===== src/hdl/vsi_cfg.svh =====
// constants for the a16 register slave
// assumes inclusion by vsi_pkg and design files only
`ifndef VSI_CFG_SVH
`define VSI_CFG_SVH
`define VSI_AM_A16_NPRIV    6'h29
`define VSI_AM_A16_SUPER    6'h2d
`define VSI_A16_TOP_BITS    2'h3
`define VSI_REG_IDENT       5'h00
`define VSI_REG_TYPE        5'h01
`define VSI_REG_STATUS_CTRL 5'h02
`define VSI_LADDR_NONE      8'hff
`define VSI_ST_PASSED_BIT   2
`define VSI_ST_EXT_N_BIT    3
`define VSI_CT_RESET_BIT    0
`define VSI_CT_SFINH_BIT    1
`define VSI_CT_RESET_VAL    8'h00
`define VSI_IDENT_ADDR_MODE 2'h3
`define VSI_IDENT_CLASS_REG 2'h3
`define VSI_DTACK_DELAY_NS  40
`define VSI_CLK_NS          4
`define VSI_DTACK_CYCLES    ((`VSI_DTACK_DELAY_NS + `VSI_CLK_NS - 1) / `VSI_CLK_NS)
`define VSI_SRST_CYCLES     8
`endif


===== src/hdl/vsi_pkg.sv =====
// types for the a16 register slave
// assumes vsi_cfg.svh is on the include path
`include "vsi_cfg.svh"
package vsi_pkg;
   typedef enum logic [4:0] {
      VSI_IDLE  = 5'h01,
      VSI_WAIT  = 5'h02,
      VSI_ACK   = 5'h04,
      VSI_IACK  = 5'h08,
      VSI_PASS  = 5'h10
   } vsi_bus_type;
   typedef enum logic [2:0] {
      VSI_IRQ_OFF  = 3'h1,
      VSI_IRQ_REQ  = 3'h2,
      VSI_IRQ_DONE = 3'h4
   } vsi_irq_type;
endpackage : vsi_pkg


===== src/hdl/vsi_slave.sv =====
// a16/d16 register slave with delayed acknowledge and d16 interrupter
// assumes all bus pins asynchronous; outputs go to open-collector buffers
// Notes on behaviour
// - a1..a15 select logical address and register
// - answer upper quarter, 255 switch addresses
// - register cycles respond only to modifier 29 or 2d; interrupt acknowledge ignores the modifier
// - a16 addressing, d16 data only
// - data lines buffered to internal word bus
// - status read: extended-n and passed flags
// - spare status bits from user inputs
// - identity read: maker, class, a16 mode
// - model code read from switches
// - control write: soft reset, sysfail inhibit
// - spare control bits drive user outputs
// - three registers read only, control write only
// - acknowledge only after deliberate delay
// - d16 interrupter, status id on acknowledge
// - one jumpered active-low request line
// - pass acknowledge down chain when not ours
// - bus or soft reset clears the control register and the interrupter
// - names ending _n are active low
`timescale 1ns/1ps
`include "vsi_cfg.svh"
module vsi_slave
   import vsi_pkg::*;
#(
   parameter logic [11:0] MAKER_ID = 12'h5a5   // arbitrary value
)
(
   input  wire logic        clk,
   input  wire logic        nrst,
   input  wire logic        sysreset_n,
   input  wire logic [15:1] addr,
   input  wire logic [5:0]  am,
   input  wire logic        as_n,
   input  wire logic        ds0_n,
   input  wire logic        ds1_n,
   input  wire logic        write_n,
   input  wire logic        iack_n,
   input  wire logic        iackin_n,
   input  wire logic [15:0] data_in,
   output logic      [15:0] data_out,
   output logic             data_oe_n,
   output logic             dtack_n,
   output logic             iackout_n,
   output logic      [7:1]  irq_n,
   output logic             sysfail_n,
   input  wire logic [7:0]  laddr_sw,
   input  wire logic [7:0]  model_sw,
   input  wire logic [2:0]  irq_level_jmp,
   input  wire logic [7:0]  status_id_sw,
   input  wire logic        passed,
   input  wire logic [1:0]  user_status,
   input  wire logic        user_irq,
   output logic      [5:0]  user_ctrl,
   output logic             user_rst
);
   import vsi_pkg::*;

   // pin synchronisers: all of the bus is asynchronous
   logic [15:1] addr_s;
   logic [5:0]  am_s;
   logic [15:0] din_s;
   logic [6:0]  ctl_s;
   logic [7:0]  laddr_s, model_s, stid_s;
   logic [2:0]  lvl_s;
   logic [3:0]  usr_s;
   vsi_sync #(.W(15)) u_sa (.clk(clk), .nrst(nrst), .d(addr), .q(addr_s));
   vsi_sync #(.W(6))  u_sm (.clk(clk), .nrst(nrst), .d(am), .q(am_s));
   vsi_sync #(.W(16)) u_sd (.clk(clk), .nrst(nrst), .d(data_in), .q(din_s));
   vsi_sync #(.W(7))  u_sc (.clk(clk), .nrst(nrst),
      .d(~{sysreset_n, as_n, ds0_n, ds1_n, write_n, iack_n, iackin_n}), .q(ctl_s));
   vsi_sync #(.W(8))  u_sl (.clk(clk), .nrst(nrst), .d(laddr_sw), .q(laddr_s));
   vsi_sync #(.W(8))  u_so (.clk(clk), .nrst(nrst), .d(model_sw), .q(model_s));
   vsi_sync #(.W(8))  u_si (.clk(clk), .nrst(nrst), .d(status_id_sw), .q(stid_s));
   vsi_sync #(.W(3))  u_sj (.clk(clk), .nrst(nrst), .d(irq_level_jmp), .q(lvl_s));
   vsi_sync #(.W(4))  u_su (.clk(clk), .nrst(nrst),
      .d({passed, user_status, user_irq}), .q(usr_s));

   logic sysrst_ns, as_ns, ds0_ns, ds1_ns, wr_ns, iack_ns, iackin_ns;
   // control pins inverted: a cleared flop must read as an idle high pin, no false cycle after reset
   assign {sysrst_ns, as_ns, ds0_ns, ds1_ns, wr_ns, iack_ns, iackin_ns} = ~ctl_s;

   // strobes only, data strobes gate the cycle
   logic ds_any;
   logic ds_both;
   assign ds_any  = !ds0_ns || !ds1_ns;
   assign ds_both = !ds0_ns && !ds1_ns;

   // board select from a6..a15
   function automatic logic addr_hit(input logic [15:1] a, input logic [7:0] la);
      addr_hit = (a[15:14] == `VSI_A16_TOP_BITS) && (la != `VSI_LADDR_NONE)
                 && (a[13:6] == la);
   endfunction : addr_hit

   function automatic logic am_ok(input logic [5:0] m);
      am_ok = (m == `VSI_AM_A16_NPRIV) || (m == `VSI_AM_A16_SUPER);
   endfunction : am_ok

   logic        own_ack;
   logic        irq_pend;
   logic        srst_reg, srst_next;
   logic [3:0]  srst_cnt_reg, srst_cnt_next;
   logic        rst_any;

   // reset fan-in: bus reset level or soft-reset pulse stretch
   assign rst_any = !sysrst_ns || srst_reg;

   vsi_irq u_irq (
      .clk      (clk),
      .nrst     (nrst),
      .soft_rst (rst_any),
      .user_irq (usr_s[0]),
      .own_ack  (own_ack),
      .pending  (irq_pend)
   );

   // bus cycle state
   vsi_bus_type st_reg, st_next;
   logic [7:0]  dly_reg, dly_next;
   logic [15:0] dout_reg, dout_next;
   logic        oe_n_reg, oe_n_next;
   logic        dtack_n_reg, dtack_n_next;
   logic        iackout_n_reg, iackout_n_next;
   logic [7:0]  ctrl_reg, ctrl_next;
   logic [15:0] rd_word;
   logic        sel;
   logic        wr_cyc;

   assign sel    = addr_hit(addr_s, laddr_s) && am_ok(am_s) && iack_ns && !as_ns;
   assign wr_cyc = !wr_ns;

   // readback mux over the internal word bus
   always_comb
   begin
      rd_word = 16'h0000;
      unique case (addr_s[5:1])
         `VSI_REG_IDENT:
            rd_word = {`VSI_IDENT_CLASS_REG, `VSI_IDENT_ADDR_MODE, MAKER_ID};
         `VSI_REG_TYPE:
            rd_word = {8'hff, model_s};
         `VSI_REG_STATUS_CTRL:
            rd_word = {8'hff, 2'h3, usr_s[2:1], 1'h1, usr_s[3], 2'h3};
         default:
            rd_word = 16'hffff;
      endcase
   end

   always_comb
   begin
      st_next        = st_reg;
      dly_next       = dly_reg;
      dout_next      = dout_reg;
      oe_n_next      = oe_n_reg;
      dtack_n_next   = dtack_n_reg;
      iackout_n_next = iackout_n_reg;
      ctrl_next      = ctrl_reg;
      own_ack        = 1'b0;
      unique case (st_reg)
         VSI_IDLE:
         begin
            dtack_n_next   = 1'b1;
            oe_n_next      = 1'b1;
            iackout_n_next = 1'b1;
            if (!iack_ns && !as_ns && ds_any && !iackin_ns)
            begin
               // claim only when pending and the level matches a[3:1]
               if (irq_pend && (addr_s[3:1] == lvl_s))
               begin
                  own_ack   = 1'b1;
                  dout_next = {8'h00, stid_s};
                  oe_n_next = 1'b0;
                  dly_next  = 8'h00;
                  st_next   = VSI_IACK;
               end
               else
               begin
                  iackout_n_next = 1'b0;
                  st_next        = VSI_PASS;
               end
            end
            else if (sel && ds_any)
            begin
               // d16 only: single-byte strobes are acknowledged, but a control write needs both strobes
               dly_next = 8'h00;
               if (wr_cyc)
               begin
                  if (addr_s[5:1] == `VSI_REG_STATUS_CTRL && ds_both)
                     ctrl_next = din_s[7:0];
               end
               else
               begin
                  dout_next = rd_word;
                  oe_n_next = 1'b0;
               end
               st_next = VSI_WAIT;
            end
         end
         VSI_WAIT, VSI_IACK:
         begin
            // settle time before acknowledging
            dly_next = dly_reg + 8'h01;
            if (dly_reg == 8'(`VSI_DTACK_CYCLES - 1))
            begin
               dtack_n_next = 1'b0;
               st_next      = VSI_ACK;
            end
         end
         VSI_ACK:
         begin
            if (!ds_any)
            begin
               dtack_n_next = 1'b1;
               oe_n_next    = 1'b1;
               st_next      = VSI_IDLE;
            end
         end
         VSI_PASS:
         begin
            if (as_ns || iackin_ns)
            begin
               iackout_n_next = 1'b1;
               st_next        = VSI_IDLE;
            end
         end
         default:
            st_next = VSI_IDLE;
      endcase
      if (rst_any)
         ctrl_next = `VSI_CT_RESET_VAL;
   end

   always_ff @(posedge clk or negedge nrst)
   begin
      if (!nrst)
      begin
         st_reg        <= VSI_IDLE;
         dly_reg       <= 8'h00;
         dout_reg      <= 16'h0000;
         oe_n_reg      <= 1'b1;
         dtack_n_reg   <= 1'b1;
         iackout_n_reg <= 1'b1;
         ctrl_reg      <= `VSI_CT_RESET_VAL;
      end
      else
      begin
         st_reg        <= st_next;
         dly_reg       <= dly_next;
         dout_reg      <= dout_next;
         oe_n_reg      <= oe_n_next;
         dtack_n_reg   <= dtack_n_next;
         iackout_n_reg <= iackout_n_next;
         ctrl_reg      <= ctrl_next;
      end
   end

   // soft reset: the bit self-clears through the stretched pulse
   always_comb
   begin
      srst_next     = srst_reg;
      srst_cnt_next = srst_cnt_reg;
      if (ctrl_reg[`VSI_CT_RESET_BIT] && !srst_reg)
      begin
         srst_next     = 1'b1;
         srst_cnt_next = 4'h0;
      end
      else if (srst_reg)
      begin
         srst_cnt_next = srst_cnt_reg + 4'h1;
         if (srst_cnt_reg == 4'(`VSI_SRST_CYCLES - 1))
            srst_next = 1'b0;
      end
   end

   always_ff @(posedge clk or negedge nrst)
   begin
      if (!nrst)
      begin
         srst_reg     <= 1'b0;
         srst_cnt_reg <= 4'h0;
      end
      else
      begin
         srst_reg     <= srst_next;
         srst_cnt_reg <= srst_cnt_next;
      end
   end

   // registered side outputs
   logic [7:1] irq_n_reg;
   logic       sysfail_n_reg;
   logic [5:0] uctrl_reg;
   logic       urst_reg;
   logic       test_fail;
   assign test_fail = !usr_s[3];

   always_ff @(posedge clk or negedge nrst)
   begin
      if (!nrst)
      begin
         irq_n_reg     <= 7'h7f;
         sysfail_n_reg <= 1'b1;
         uctrl_reg     <= 6'h00;
         urst_reg      <= 1'b1;
      end
      else
      begin
         for (int i = 1; i <= 7; i++)
            irq_n_reg[i] <= !(irq_pend && (lvl_s == 3'(i)));
         sysfail_n_reg <= !(test_fail && !ctrl_reg[`VSI_CT_SFINH_BIT]);
         uctrl_reg     <= ctrl_reg[7:2];
         urst_reg      <= rst_any;
      end
   end

   assign data_out  = dout_reg;
   assign data_oe_n = oe_n_reg;
   assign dtack_n   = dtack_n_reg;
   assign iackout_n = iackout_n_reg;
   assign irq_n     = irq_n_reg;
   assign sysfail_n = sysfail_n_reg;
   assign user_ctrl = uctrl_reg;
   assign user_rst  = urst_reg;

   // checks
   AST_NO_EARLY_ACK: assert property (@(posedge clk) disable iff (!nrst)
      (st_reg == VSI_IDLE && st_next == VSI_WAIT) |-> dtack_n[*8])
      else $error("acknowledge came before the delay");
   AST_ACK_HOLD: assert property (@(posedge clk) disable iff (!nrst)
      (!dtack_n && ds_any && st_reg == VSI_ACK) |=> !dtack_n)
      else $error("acknowledge dropped while strobes held");
   AST_ACK_RELEASE: assert property (@(posedge clk) disable iff (!nrst)
      (st_reg == VSI_ACK && !ds_any) |=> (dtack_n && data_oe_n))
      else $error("acknowledge not released after strobes");
   AST_ACK_BOUND: assert property (@(posedge clk) disable iff (!nrst)
      (st_reg == VSI_WAIT) |-> ##[1:12] (st_reg == VSI_ACK))
      else $error("acknowledge never came");
   AST_BAD_AM: assert property (@(posedge clk) disable iff (!nrst)
      (st_reg == VSI_IDLE && iack_ns && !am_ok(am_s)) |=> st_reg != VSI_WAIT)
      else $error("responded to a foreign modifier");
   AST_PASS_ON: assert property (@(posedge clk) disable iff (!nrst)
      (st_reg == VSI_IDLE && !iack_ns && !as_ns && ds_any && !iackin_ns
       && !(irq_pend && (addr_s[3:1] == lvl_s)))
      |=> !iackout_n)
      else $error("acknowledge not passed down chain");
   AST_IRQ_DROP: assert property (@(posedge clk) disable iff (!nrst)
      own_ack |=> ##1 (irq_n == 7'h7f))
      else $error("request not withdrawn after acknowledge");
   AST_SOFT_RST: assert property (@(posedge clk) disable iff (!nrst)
      $rose(srst_reg) |=> (ctrl_reg == `VSI_CT_RESET_VAL) ##1 user_rst)
      else $error("soft reset did not clear control");
   AST_SYSFAIL: assert property (@(posedge clk) disable iff (!nrst)
      (ctrl_reg[`VSI_CT_SFINH_BIT] && $stable(ctrl_reg)) |=> sysfail_n)
      else $error("sysfail shown while inhibited");
endmodule : vsi_slave


===== src/hdl/vsi_sync.sv =====
// two flop synchroniser for a bus of pins
// assumes inputs are asynchronous to clk
`timescale 1ns/1ps
module vsi_sync #(parameter int W = 1)
(
   input  wire logic         clk,
   input  wire logic         nrst,
   input  wire logic [W-1:0] d,
   output logic      [W-1:0] q
);
   logic [W-1:0] meta_reg;
   always_ff @(posedge clk or negedge nrst)
   begin
      if (!nrst)
      begin
         meta_reg <= '0;
         q        <= '0;
      end
      else
      begin
         meta_reg <= d;
         q        <= meta_reg;
      end
   end
endmodule : vsi_sync


===== src/hdl/vsi_irq.sv =====
// interrupt request state machine, one jumpered level
// assumes own_ack pulses when the bus fsm claims an acknowledge
`timescale 1ns/1ps
module vsi_irq
   import vsi_pkg::*;
(
   input  wire logic       clk,
   input  wire logic       nrst,
   input  wire logic       soft_rst,
   input  wire logic       user_irq,
   input  wire logic       own_ack,
   output logic            pending
);
   vsi_irq_type st_reg, st_next;
   always_comb
   begin
      st_next = st_reg;
      unique case (st_reg)
         VSI_IRQ_OFF:  if (user_irq) st_next = VSI_IRQ_REQ;
         VSI_IRQ_REQ:  if (own_ack) st_next = VSI_IRQ_DONE;
         VSI_IRQ_DONE: if (!user_irq) st_next = VSI_IRQ_OFF;
         default:      st_next = VSI_IRQ_OFF;
      endcase
      if (soft_rst)
         st_next = VSI_IRQ_OFF;
   end
   always_ff @(posedge clk or negedge nrst)
   begin
      if (!nrst)
         st_reg <= VSI_IRQ_OFF;
      else
         st_reg <= st_next;
   end
   assign pending = (st_reg == VSI_IRQ_REQ);
endmodule : vsi_irq


===== config.mk =====
export PLATFORM = sky130hd
export DESIGN_NAME = vsi_slave
export DESIGN_NICKNAME = d
export VERILOG_FILES = /design/src/hdl/vsi_pkg.sv /design/src/hdl/vsi_slave.sv /design/src/hdl/vsi_sync.sv /design/src/hdl/vsi_irq.sv
export VERILOG_INCLUDE_DIRS = /design/src /design/src/hdl
export SDC_FILE = /design/constraint.sdc
export NUM_CORES = 1
export LEC_CHECK = 0
export BUFFER_PORTS_ARGS = -buffer_cell sky130_fd_sc_hd__buf_2
export CAP_MARGIN = 20
export CORE_UTILIZATION = 43
export DETAILED_ROUTE_END_ITERATION = 10
export HOLD_SLACK_MARGIN = 0.03
export SLEW_MARGIN = 5
export SYNTH_ARGS = -nofsm -noshare
export SYNTH_HDL_FRONTEND = slang
export SYNTH_SLANG_ARGS = --single-unit

===== constraint.sdc =====
create_clock -name clk -period 2.8 [get_ports clk]
set_input_delay 0.14 -clock clk [delete_from_list [all_inputs] [get_ports clk]]
set_output_delay 0.14 -clock clk [all_outputs]
set_load 0.05 [all_outputs]

== Yosys cells after proc, flatten, opt, wreduce, memory -nomap -nowiden ==
Index checks and enable logic that the tools add are counted.
Word-level totals
  flip-flop bits (word level): 197
  input bits: 77
  output and inout port bits: 34
  word-level logic and storage cells: 180
Cells by class
  add/sub/neg operators: 2
  eq/ne operators: 36
  multiplexer cells: 46
  bitwise gates (word level): 2
  reduce and logical (&&, ||, !) cells: 62
Operator list (count)
  8-bit two-way mux: 9
  16-bit two-way mux: 4
  12-bit case mux with 3 select lines: 1
  5-bit two-way mux: 6
  1-bit logical AND: 21
  5-bit case mux with 4 select lines: 1
  2-bit nonzero test: 9
  1-bit zero test: 17
  8-bit case mux with 2 select lines: 1
  3-bit equality test, second input constant: 5
  1-bit two-way mux: 14
  7-bit NOT: 2
  6-bit equality test, second input constant: 2
  3-bit two-way mux: 4
  3-bit != test, second input constant: 4
  5-bit by 1-bit equality test with 1-bit output, second input constant: 2
  5-bit by 2-bit equality test with 1-bit output, second input constant: 2
  3-bit by 2-bit equality test with 1-bit output, second input constant: 3
  3-bit case mux with 3 select lines: 1
  3-bit AND reduction: 3
  8-bit by 1-bit adder with 8-bit output, second input constant: 1
  8-bit by 4-bit equality test with 1-bit output, second input constant: 1
  8-bit equality test: 1
  4-bit two-way mux: 2
  21 further kinds: 32

== Logic depth before layout (Yosys ltp) ==
Gate-level depths: netlist of run 1.
  word-level depth: 11
  mapped depth: 7
  depth with buffers taken out: 7

== Cells and area by module ==
A second synthesis of run 1 with hierarchy kept.
Unflattened totals
  cells, all modules: 419
  area total of the unflattened synthesis: 6588.8 µm²
Modules (own cells, without submodules)
  vsi_slave: instances 1, cells an instance 255, area an instance 2672.6 µm², seq. area each 1367.6 µm²
  vsi_sync at u_si ...: instances 3, cells an instance 16, area an instance 400.4 µm², seq. area each 400.4 µm²
  vsi_sync at u_sd: instances 1, cells an instance 32, area an instance 800.8 µm², seq. area each 800.8 µm²
  vsi_sync at u_sa: instances 1, cells an instance 30, area an instance 750.7 µm², seq. area each 750.7 µm²
  vsi_sync at u_sc: instances 1, cells an instance 14, area an instance 350.3 µm², seq. area each 350.3 µm²
  vsi_sync at u_sm: instances 1, cells an instance 12, area an instance 300.3 µm², seq. area each 300.3 µm²
  vsi_sync at u_su: instances 1, cells an instance 8, area an instance 200.2 µm², seq. area each 200.2 µm²
  vsi_irq: instances 1, cells an instance 14, area an instance 162.7 µm², seq. area each 76.3 µm²
  vsi_sync at u_sj: instances 1, cells an instance 6, area an instance 150.1 µm², seq. area each 150.1 µm²

== Worst setup path after synthesis of run 1 ==
No wires, ideal clock.
  path kind: register -> register
  start: reg u_irq.st_reg[2]
  end: reg dout_reg[0], in the netlist data_out[0]
  setup time: 125 ps
  arrival time: 2069 ps
  data required time: 2675 ps
  setup slack: 606 ps
  cell stages (with the launch flop): 6
  buffers on the path: 0
  period minus slack after synthesis: 2194 ps
  cell sequence: dfrtp_1 > or3b_4 > nor4_4 > nand2_2 > a221oi_4 > mux2_2
On the way
  word-level cells in the longest chain between the ends: 4
Ends and longest elaborated chain
  start, declared: line vsi_irq.sv:14  | vsi_irq_type st_reg, st_next;
  start signal, assigned: line vsi_irq.sv:32  | st_reg <= st_next;
  3-bit by 2-bit equality test with 1-bit output: line vsi_irq.sv:34  | assign pending = (st_reg == VSI_IRQ_REQ);
  1-bit logical AND: line vsi_slave.sv:168  | if (irq_pend && (addr_s[3:1] == lvl_s))
  2-bit by 1-bit != test with 1-bit output (no source line)
  4-bit AND reduction (no source line)
  end signal, assigned: line vsi_slave.sv:249  | dout_reg <= dout_next;
  end, declared: line vsi_slave.sv:121  | logic [15:0] dout_reg, dout_next;
No other way between the ends.
A chain may end at the register's enable or synchronous reset.

== Worst setup path in the final report of run 1 ==
  start: reg u_sc.q[1]
  end: reg dout_reg[3], in the netlist data_out[3]
On the way
  word-level cells in the longest chain between the ends: 7
  elaborated cells on any way between the ends: 13
  those cells by class: eq/ne (1); mux (1); bitwise (1); reduce/logical (10)
Ends and longest elaborated chain
  start, declared: line vsi_sync.sv:9  | output logic [W-1:0] q
  start signal, assigned: line vsi_sync.sv:22  | q <= meta_reg;
  7-bit NOT (*): line vsi_slave.sv:82  | assign {sysrst_ns, as_ns, ds0_ns, ds1_ns, wr_ns, iack_ns, iackin_ns} = ~ctl_s;
  1-bit zero test: line vsi_slave.sv:165  | if (!iack_ns && !as_ns && ds_any && !iackin_ns)
  1-bit logical AND (3 in series): line vsi_slave.sv:165
  2-bit by 1-bit != test with 1-bit output (no source line) or 2-bit nonzero test (tied branches)
  4-bit AND reduction (no source line)
Mark *: on every way between the ends. The rest lies on a longest branch, timed or not.

==> impl_results.md, run 1 <==
* Status: completed
* Layout cells sized above 1 at 28.48%
* Antenna viol nets, final at 0
* GRT Total Usage at between 10% and 20%
* Area grow syn2layout at 32.63%
* Worst EP arrival at between 2000 and 3000 ps
* Final worst path period share at 86.89%
* Routed WL at approximately 11000 µm
* H-tree Lvls at 4
* NetSw at about 0.0013 W
* Crit path cell chain: or3b_1, nor4_1, nand4_1, a221oi_4, mux2_2
* Clock buffer depth at 2
* Finish-stage setup viols at 0
* WS Path Type: flip-flop to flip-flop
* Cell Area, Synth at a little over 0.006 mm²
* Worst Hold Class: input port to flip-flop
* Slowest CP cell: a221oi_4
* Initial antenna violation count at 0
* Sw frac at between 20% and 30%
* Via-to-Cell Ratio at 4.758
* Vias in the first global route at a little under 4000
* CP startpoint kind: flip-flop
* Slew headroom at approximately 37%
* WP buf/inv at 0
* Cells after Synth at 423
* Post-Route Skew at between 8 and 9 ps
* Final TNS setup at 0 ps
* Ys async rst share at 100.0%
* Distinct cells, synth at 47
* Average cell area after synthesis at 14.67 µm²
* Vias at about 3800
* Commonest non-fill, non-tap cell in the layout: dfrtp_1
* F_max at about 0.41 GHz
* Largest net degree at the start of global routing at 103
* Die height at approximately 120 µm
* Final hold viol count at 0
* Syn Nets at 503
* CTS buffer count at 17
* Placement Rows at 43
* Synth Warn # at 0
* Die extent in x at 122.1 µm
* Die footprint at 0.01492 mm²
* Req. time, crit path at about 3100 ps
* Clock share of power at a little over two fifths
* Logic pwr share at around 6.7%
* Top post-synthesis cells by area: dfrtp_1, dfstp_2, mux2_2
* Peak supply drop at 0.0005177 V
* Pwr per Cell Area at a little under 700 mW/mm²
* Total leakage power at between 3 and 4 nW
* ANT cells at 0
* I/O pin cnt at between 100 and 150
* Crit path max-delay family: simple AND/OR/NAND/NOR gates
* Clock slew at reported path FFs at around 70 ps
* Yosys reg bits at between 150 and 200
* Nets at 685
* P_int at about 0.0044 W
* Fin area at a little over 0.008 mm²
* Number of remaining DRC errors at 0
* Worst-path fanout max at 10
* Dpl hpwl at 7406 µm
* Final GP Congestion at slightly below 0.8
* Starting density of the core at between 40% and 50%
* Post-synth EDFFs at 0
* Post-synth top area share at 70.55%
* Register area share after synthesis at ~76%
* CORE AREA at ~0.014 mm²
* Initial DRT Pass Iterations at 5
* Ys flop type: dfrtp_1
* First-pass GRT wire length at between 15000 and 20000 µm
* Port Buffer Count at between 100 and 150
* CP endpoint kind: flip-flop
* Crit path time final at roughly 2400 ps
* Root Buffer: clkbuf_16
* Num Clock Sinks at 189
* CTS tree: built
* Measured slew at the worst slew-check pin at approximately 940 ps
* 1st-iter DRT viols at 181
* Clk_lat worst skew at 420 ps
* DP Area at about 0.007 mm²
* Part of the power in registers at between 50% and 60%
* RSZ-0062 raised after global routing: false
* Max-cap violations at 0
* Post-synth top area cell: dfrtp_1
* Most frequent cells in the layout: dfrtp_1, buf_2, dlygate4sd3_1
* Drt wl/cell at between 10 and 15 µm
* Total grt overflow at 0
* Worst stage delay on the critical path at roughly 560 ps
* Slew Viols, Final at 0
## layout make-up
class / instances / area, µm²
clock inverter: 13 / 151.4
timing repair buffer: 176 / 1267
fill: 1134 / 5756
tap: 180 / 225.2
clock buffer: 19 / 452.9
multi-input combinational: 207 / 1336
sequential: 189 / 4747
inverter: 14 / 52.55
## path summary, 6_finish.rpt
| check | start | to | slack [ps] | cells past startpoint |
|---|---|---|---|---|
| min in group asynchronous | nrst | u_sl.meta_reg[3]$_DFF_PN0_ | 360 | 2 |
| hold reg to reg | u_sd.meta_reg[2]$_DFF_PN0_ | u_sd.q[2]$_DFF_PN0_ | 350 | 0 |
| hold / removal | laddr_sw[0] | u_sl.meta_reg[0]$_DFF_PN0_ | 350 | 2 |
| setup reg to reg | u_sc.q[1]$_DFF_PN0_ | data_out[3]$_DFFE_PN0P_ | 370 | 5 |
| max in group asynchronous | nrst | sysfail_n$_DFF_PN1_ | 1560 | 3 |
| setup / recovery | u_sc.q[1]$_DFF_PN0_ | data_out[3]$_DFFE_PN0P_ | 370 | 5 |
## layer usage
metal	vias up	part of all wire [%]	wire [µm]	global-route usage [%]
met1	1879	45	5027	21.46
met4	0	2.4	265	8.079
met3	21	3.4	382	4.120
met2	82	49	5560	27.33
met5	-	0	0	0
li1	1815	-	-	-
## cells in the mapped netlist (2+ instances only)
| master | number |
|---|---|
| nand2b_1 | 4 |
| dfrtp_1 | 175 |
| dfstp_2 | 14 |
| a211oi_1 | 4 |
| mux2_2 | 11 |
| inv_1 | 14 |
| o21ai_0 | 15 |
| a21oi_1 | 13 |
| a41oi_1 | 2 |
| a21o_1 | 3 |
| nor2b_1 | 4 |
| clkbuf_1 | 7 |
| buf_4 | 6 |
| nor3_1 | 6 |
| xnor2_1 | 5 |
| nand3_1 | 19 |
| o22ai_1 | 5 |
| xor2_1 | 13 |
| ha_1 | 3 |
| nor2_1 | 18 |
| nand4_1 | 5 |
| a22o_1 | 2 |
| nor4_1 | 3 |
| nor4b_1 | 3 |
| or3_1 | 3 |
| or2_2 | 6 |
| nand2_1 | 25 |
| and3_1 | 3 |
| a31oi_1 | 14 |
## power by group through the flow
stage	clock [W]	sequential [W]	combinational [W]
4_1_cts	0.00247	0.00291	0.000389
3_5_place_dp	0	0.00296	0.000317
2_1_floorplan	0	0.00296	0.000145
6_report	0.00242	0.00290	0.000383
3_3_place_gp	0	0.00295	0.000311
5_1_grt	0.00259	0.00291	0.000427
## through the flow
| stage | setup slack [ps] | hold slack, ps | instances | power (W) | util [%] |
|---|---|---|---|---|---|
| final | 367.0 | 346.8 | 798 | 0.005710 | 58.86 |
| after floorplan | 606.2 | -155.6 | 423 | 0.003106 | - |
| after global placement | 385.2 | 248.5 | 699 | 0.003264 | 49.74 |
| after global routing | 208.3 | 341.3 | 798 | 0.005934 | 58.86 |
| after detailed placement | 294.7 | 249.3 | 699 | 0.003273 | 49.74 |
| after CTS | 281.8 | 333.0 | 798 | 0.005767 | 58.86 |
## logic make-up after synthesis
| kind of cell | count (synthesis) | synth area share, % |
|---|---|---|
| buf+inv | 27 | 1.996 |
| flops | 189 | 76.48 |
| mux | 11 | 1.996 |
| compound gates | 64 | 6.652 |
| fa+ha+maj | 3 | 0.6048 |
| simple gates | 111 | 9.736 |
| xor+xnor | 18 | 2.540 |
## repair_timing
| action | 4_1_cts | 5_1_grt |
|---|---|---|
| gates resized for setup | 0 | 0 |
| endpoints found under the hold margin | 152 | 0 |
| setup buffers | 0 | 0 |
| hold buffers | 67 | 0 |
Power figures use the tool's default switching activity.
==> inputs of run 2 (changes only) <==
MAX_ROUTING_LAYER = met4   (was default)
==> run 2 against run 1 <==
First-iteration DRC count fell by 6.1%. Largest cell class unchanged. Clock power barely moved. Die area did not move. Critical path depth stayed put. Flip-flop and latch count did not move. Highest routed layer unchanged. Utilization unchanged. Design area unchanged. Via count rose by 0.13%.
==> impl_results.md, run 2 (synthesis results as in run 1) <==
* CTS tree: built
* Worst stage delay on the critical path at 570 ps (about the same)
* Initial DRT Pass Iterations at 4 (-1)
* GRT Total Usage at 17.43% (+0.52 points)
* Antenna viol nets, final at 0 (unchanged)
* Largest net degree at the start of global routing at 103 (unchanged)
* WP buf/inv at 0 (unchanged)
* Nets at 685 (unchanged)
* Via-to-Cell Ratio at 4.764 (+0.13%)
* Final TNS setup at 0 ps (unchanged)
* Post-Route Skew at 8.337 ps (-0.02678 ps)
* Area grow syn2layout at 32.63% (unchanged)
* Total leakage power at 3.820 nW (unchanged)
* Clock buffer depth at 2 (unchanged)
* Vias at 3802 (+0.13%)
* Clock share of power at 42.4% (about the same)
* First-pass GRT wire length at 18690 µm (unchanged)
* Crit path cell chain: or3b_1, nor4_1, nand4_1, a221oi_4, mux2_2
* DR top layer: met4
* CP endpoint kind: flip-flop
* Max-cap violations at 0 (unchanged)
* Pwr per Cell Area at 693.7 mW/mm² (about the same)
* NetSw at 0.001307 W (+0.12%)
* Starting density of the core at 44.37% (unchanged)
* Req. time, crit path at 3110 ps (about the same)
* Commonest non-fill, non-tap cell in the layout: dfrtp_1
* Measured slew at the worst slew-check pin at 915.7 ps (-22.02 ps)
* ANT cells at 0 (unchanged)
* Final worst path period share at 87.51% (+0.61 points)
* CP startpoint kind: flip-flop
* Slowest CP cell: a221oi_4
* Clk_lat worst skew at 430 ps (about the same)
* Number of remaining DRC errors at 0 (unchanged)
* Worst EP arrival at 2760 ps (+20 ps)
* Drt wl/cell at 14.07 µm (about the same)
* Initial antenna violation count at 0 (unchanged)
* Num Clock Sinks at 189 (unchanged)
* Port Buffer Count at 101 (unchanged)
* Slew headroom at 38.95% (+1.5 points)
* Routed WL at 11230 µm (about the same)
* CORE AREA at 0.01399 mm² (unchanged)
* Placement Rows at 43 (unchanged)
* Finish-stage setup viols at 0 (unchanged)
* Dpl hpwl at 7406 µm (unchanged)
* Sw frac at 22.88% (about the same)
* Logic pwr share at 6.7% (about the same)
* Die footprint at 0.01492 mm² (unchanged)
* Slew Viols, Final at 0 (unchanged)
* Layout cells sized above 1 at 28.48% (unchanged)
* Most frequent cells in the layout: dfrtp_1, buf_2, dlygate4sd3_1
* Met1 Routed Length at 4819 µm (-4.1%)
* Final hold viol count at 0 (unchanged)
* Reg-to-reg setup timing slack at 350 ps (-20 ps)
* Crit path time final at 2450 ps (+17.16 ps)
* DR WL met3 at 500 µm (+31%)
* Die height at 122.1 µm (unchanged)
* Worst-path fanout max at 10 (unchanged)
* CTS buffer count at 17 (unchanged)
* Crit path max-delay family: simple AND/OR/NAND/NOR gates
* Metal2 WL at 5637 µm (+1.4%)
* Peak supply drop at 0.0005195 V (+0.34%)
* H-tree Lvls at 4 (unchanged)
* Root Buffer: clkbuf_16
* Post-CTS setup buffers at 0 (unchanged)
* Final GP Congestion at 0.7879 (+1.4%)
* Part of the power in registers at 50.9% (about the same)
* Worst Hold Class: input port to flip-flop
* Vias in the first global route at 3929 (-0.15%)
* WHS at 345.5 ps (-1.265 ps)
* Die extent in x at 122.1 µm (unchanged)
* WS Path Type: flip-flop to flip-flop
* Status: completed
* I/O pin cnt at 111 (unchanged)
* 1st-iter DRT viols at 170 (-6.1%)
* Clock slew at reported path FFs at 70 ps (about the same)
* F_max at 0.4081 GHz (-0.70%)
* Total grt overflow at 0 (unchanged)
* P_int at 0.004404 W (about the same)
* RSZ-0062 raised after global routing: false
-- run 2: final cells by class --
cell class	instances	area (µm²)
Timing Repair Buffer	176	1267
Multi-Input combinational cell	207	1336
Fill cell	1134	5756
Sequential cell	189	4747
Clock inverter	13	151.4
Tap cell	180	225.2
Inverter	14	52.55
Clock buffer	19	452.9
-- run 2: power by group through the flow --
| stage | sequential [W] | clock [W] | combinational (W) |
|---|---|---|---|
| 2_1_floorplan | 0.00296 | 0 | 0.000145 |
| 3_3_place_gp | 0.00295 | 0 | 0.000311 |
| 4_1_cts | 0.00291 | 0.00247 | 0.000389 |
| 5_1_grt | 0.00291 | 0.00259 | 0.000427 |
| 3_5_place_dp | 0.00296 | 0 | 0.000317 |
| 6_report | 0.00290 | 0.00242 | 0.000382 |
-- run 2: final timing paths --
path,start,to,depth (start not counted)
min in group asynchronous,nrst,u_sl.meta_reg[3]$_DFF_PN0_,2
max,u_sc.q[1]$_DFF_PN0_,data_out[3]$_DFFE_PN0P_,5
max in group asynchronous,nrst,sysfail_n$_DFF_PN1_,3
max reg2reg,u_sc.q[1]$_DFF_PN0_,data_out[3]$_DFFE_PN0P_,5
min,addr[12],u_sa.meta_reg[11]$_DFF_PN0_,2
min reg2reg,u_sd.meta_reg[2]$_DFF_PN0_,u_sd.q[2]$_DFF_PN0_,0
-- run 2: routing by layer --
metal / GRT usage, % / up-vias
li1: - / 1818
met1: 21.40 / 1874
met2: 27.58 / 87
met3: 3.886 / 23
met4: 8.079 / 0
met5: - / -
-- run 2: metrics by stage --
stage | instance area [µm²] | utilization (%) | power (W) | cells | worst slack, ps
2_1_floorplan | 6207 | - | 0.003106 | 423 | 606.2
3_3_place_gp | 6958 | 49.74 | 0.003264 | 699 | 385.2
3_5_place_dp | 6958 | 49.74 | 0.003273 | 699 | 294.7
4_1_cts | 8233 | 58.86 | 0.005767 | 798 | 281.8
5_1_grt | 8233 | 58.86 | 0.005933 | 798 | 208.1
6_report | 8233 | 58.86 | 0.005711 | 798 | 349.9
-- run 2: what timing repair did --
| action | 4_1_cts | 5_1_grt |
|---|---|---|
| endpoints found under the hold margin | 152 | 0 |
| hold buffers | 67 | 0 |
| resized for setup | 0 | 0 |
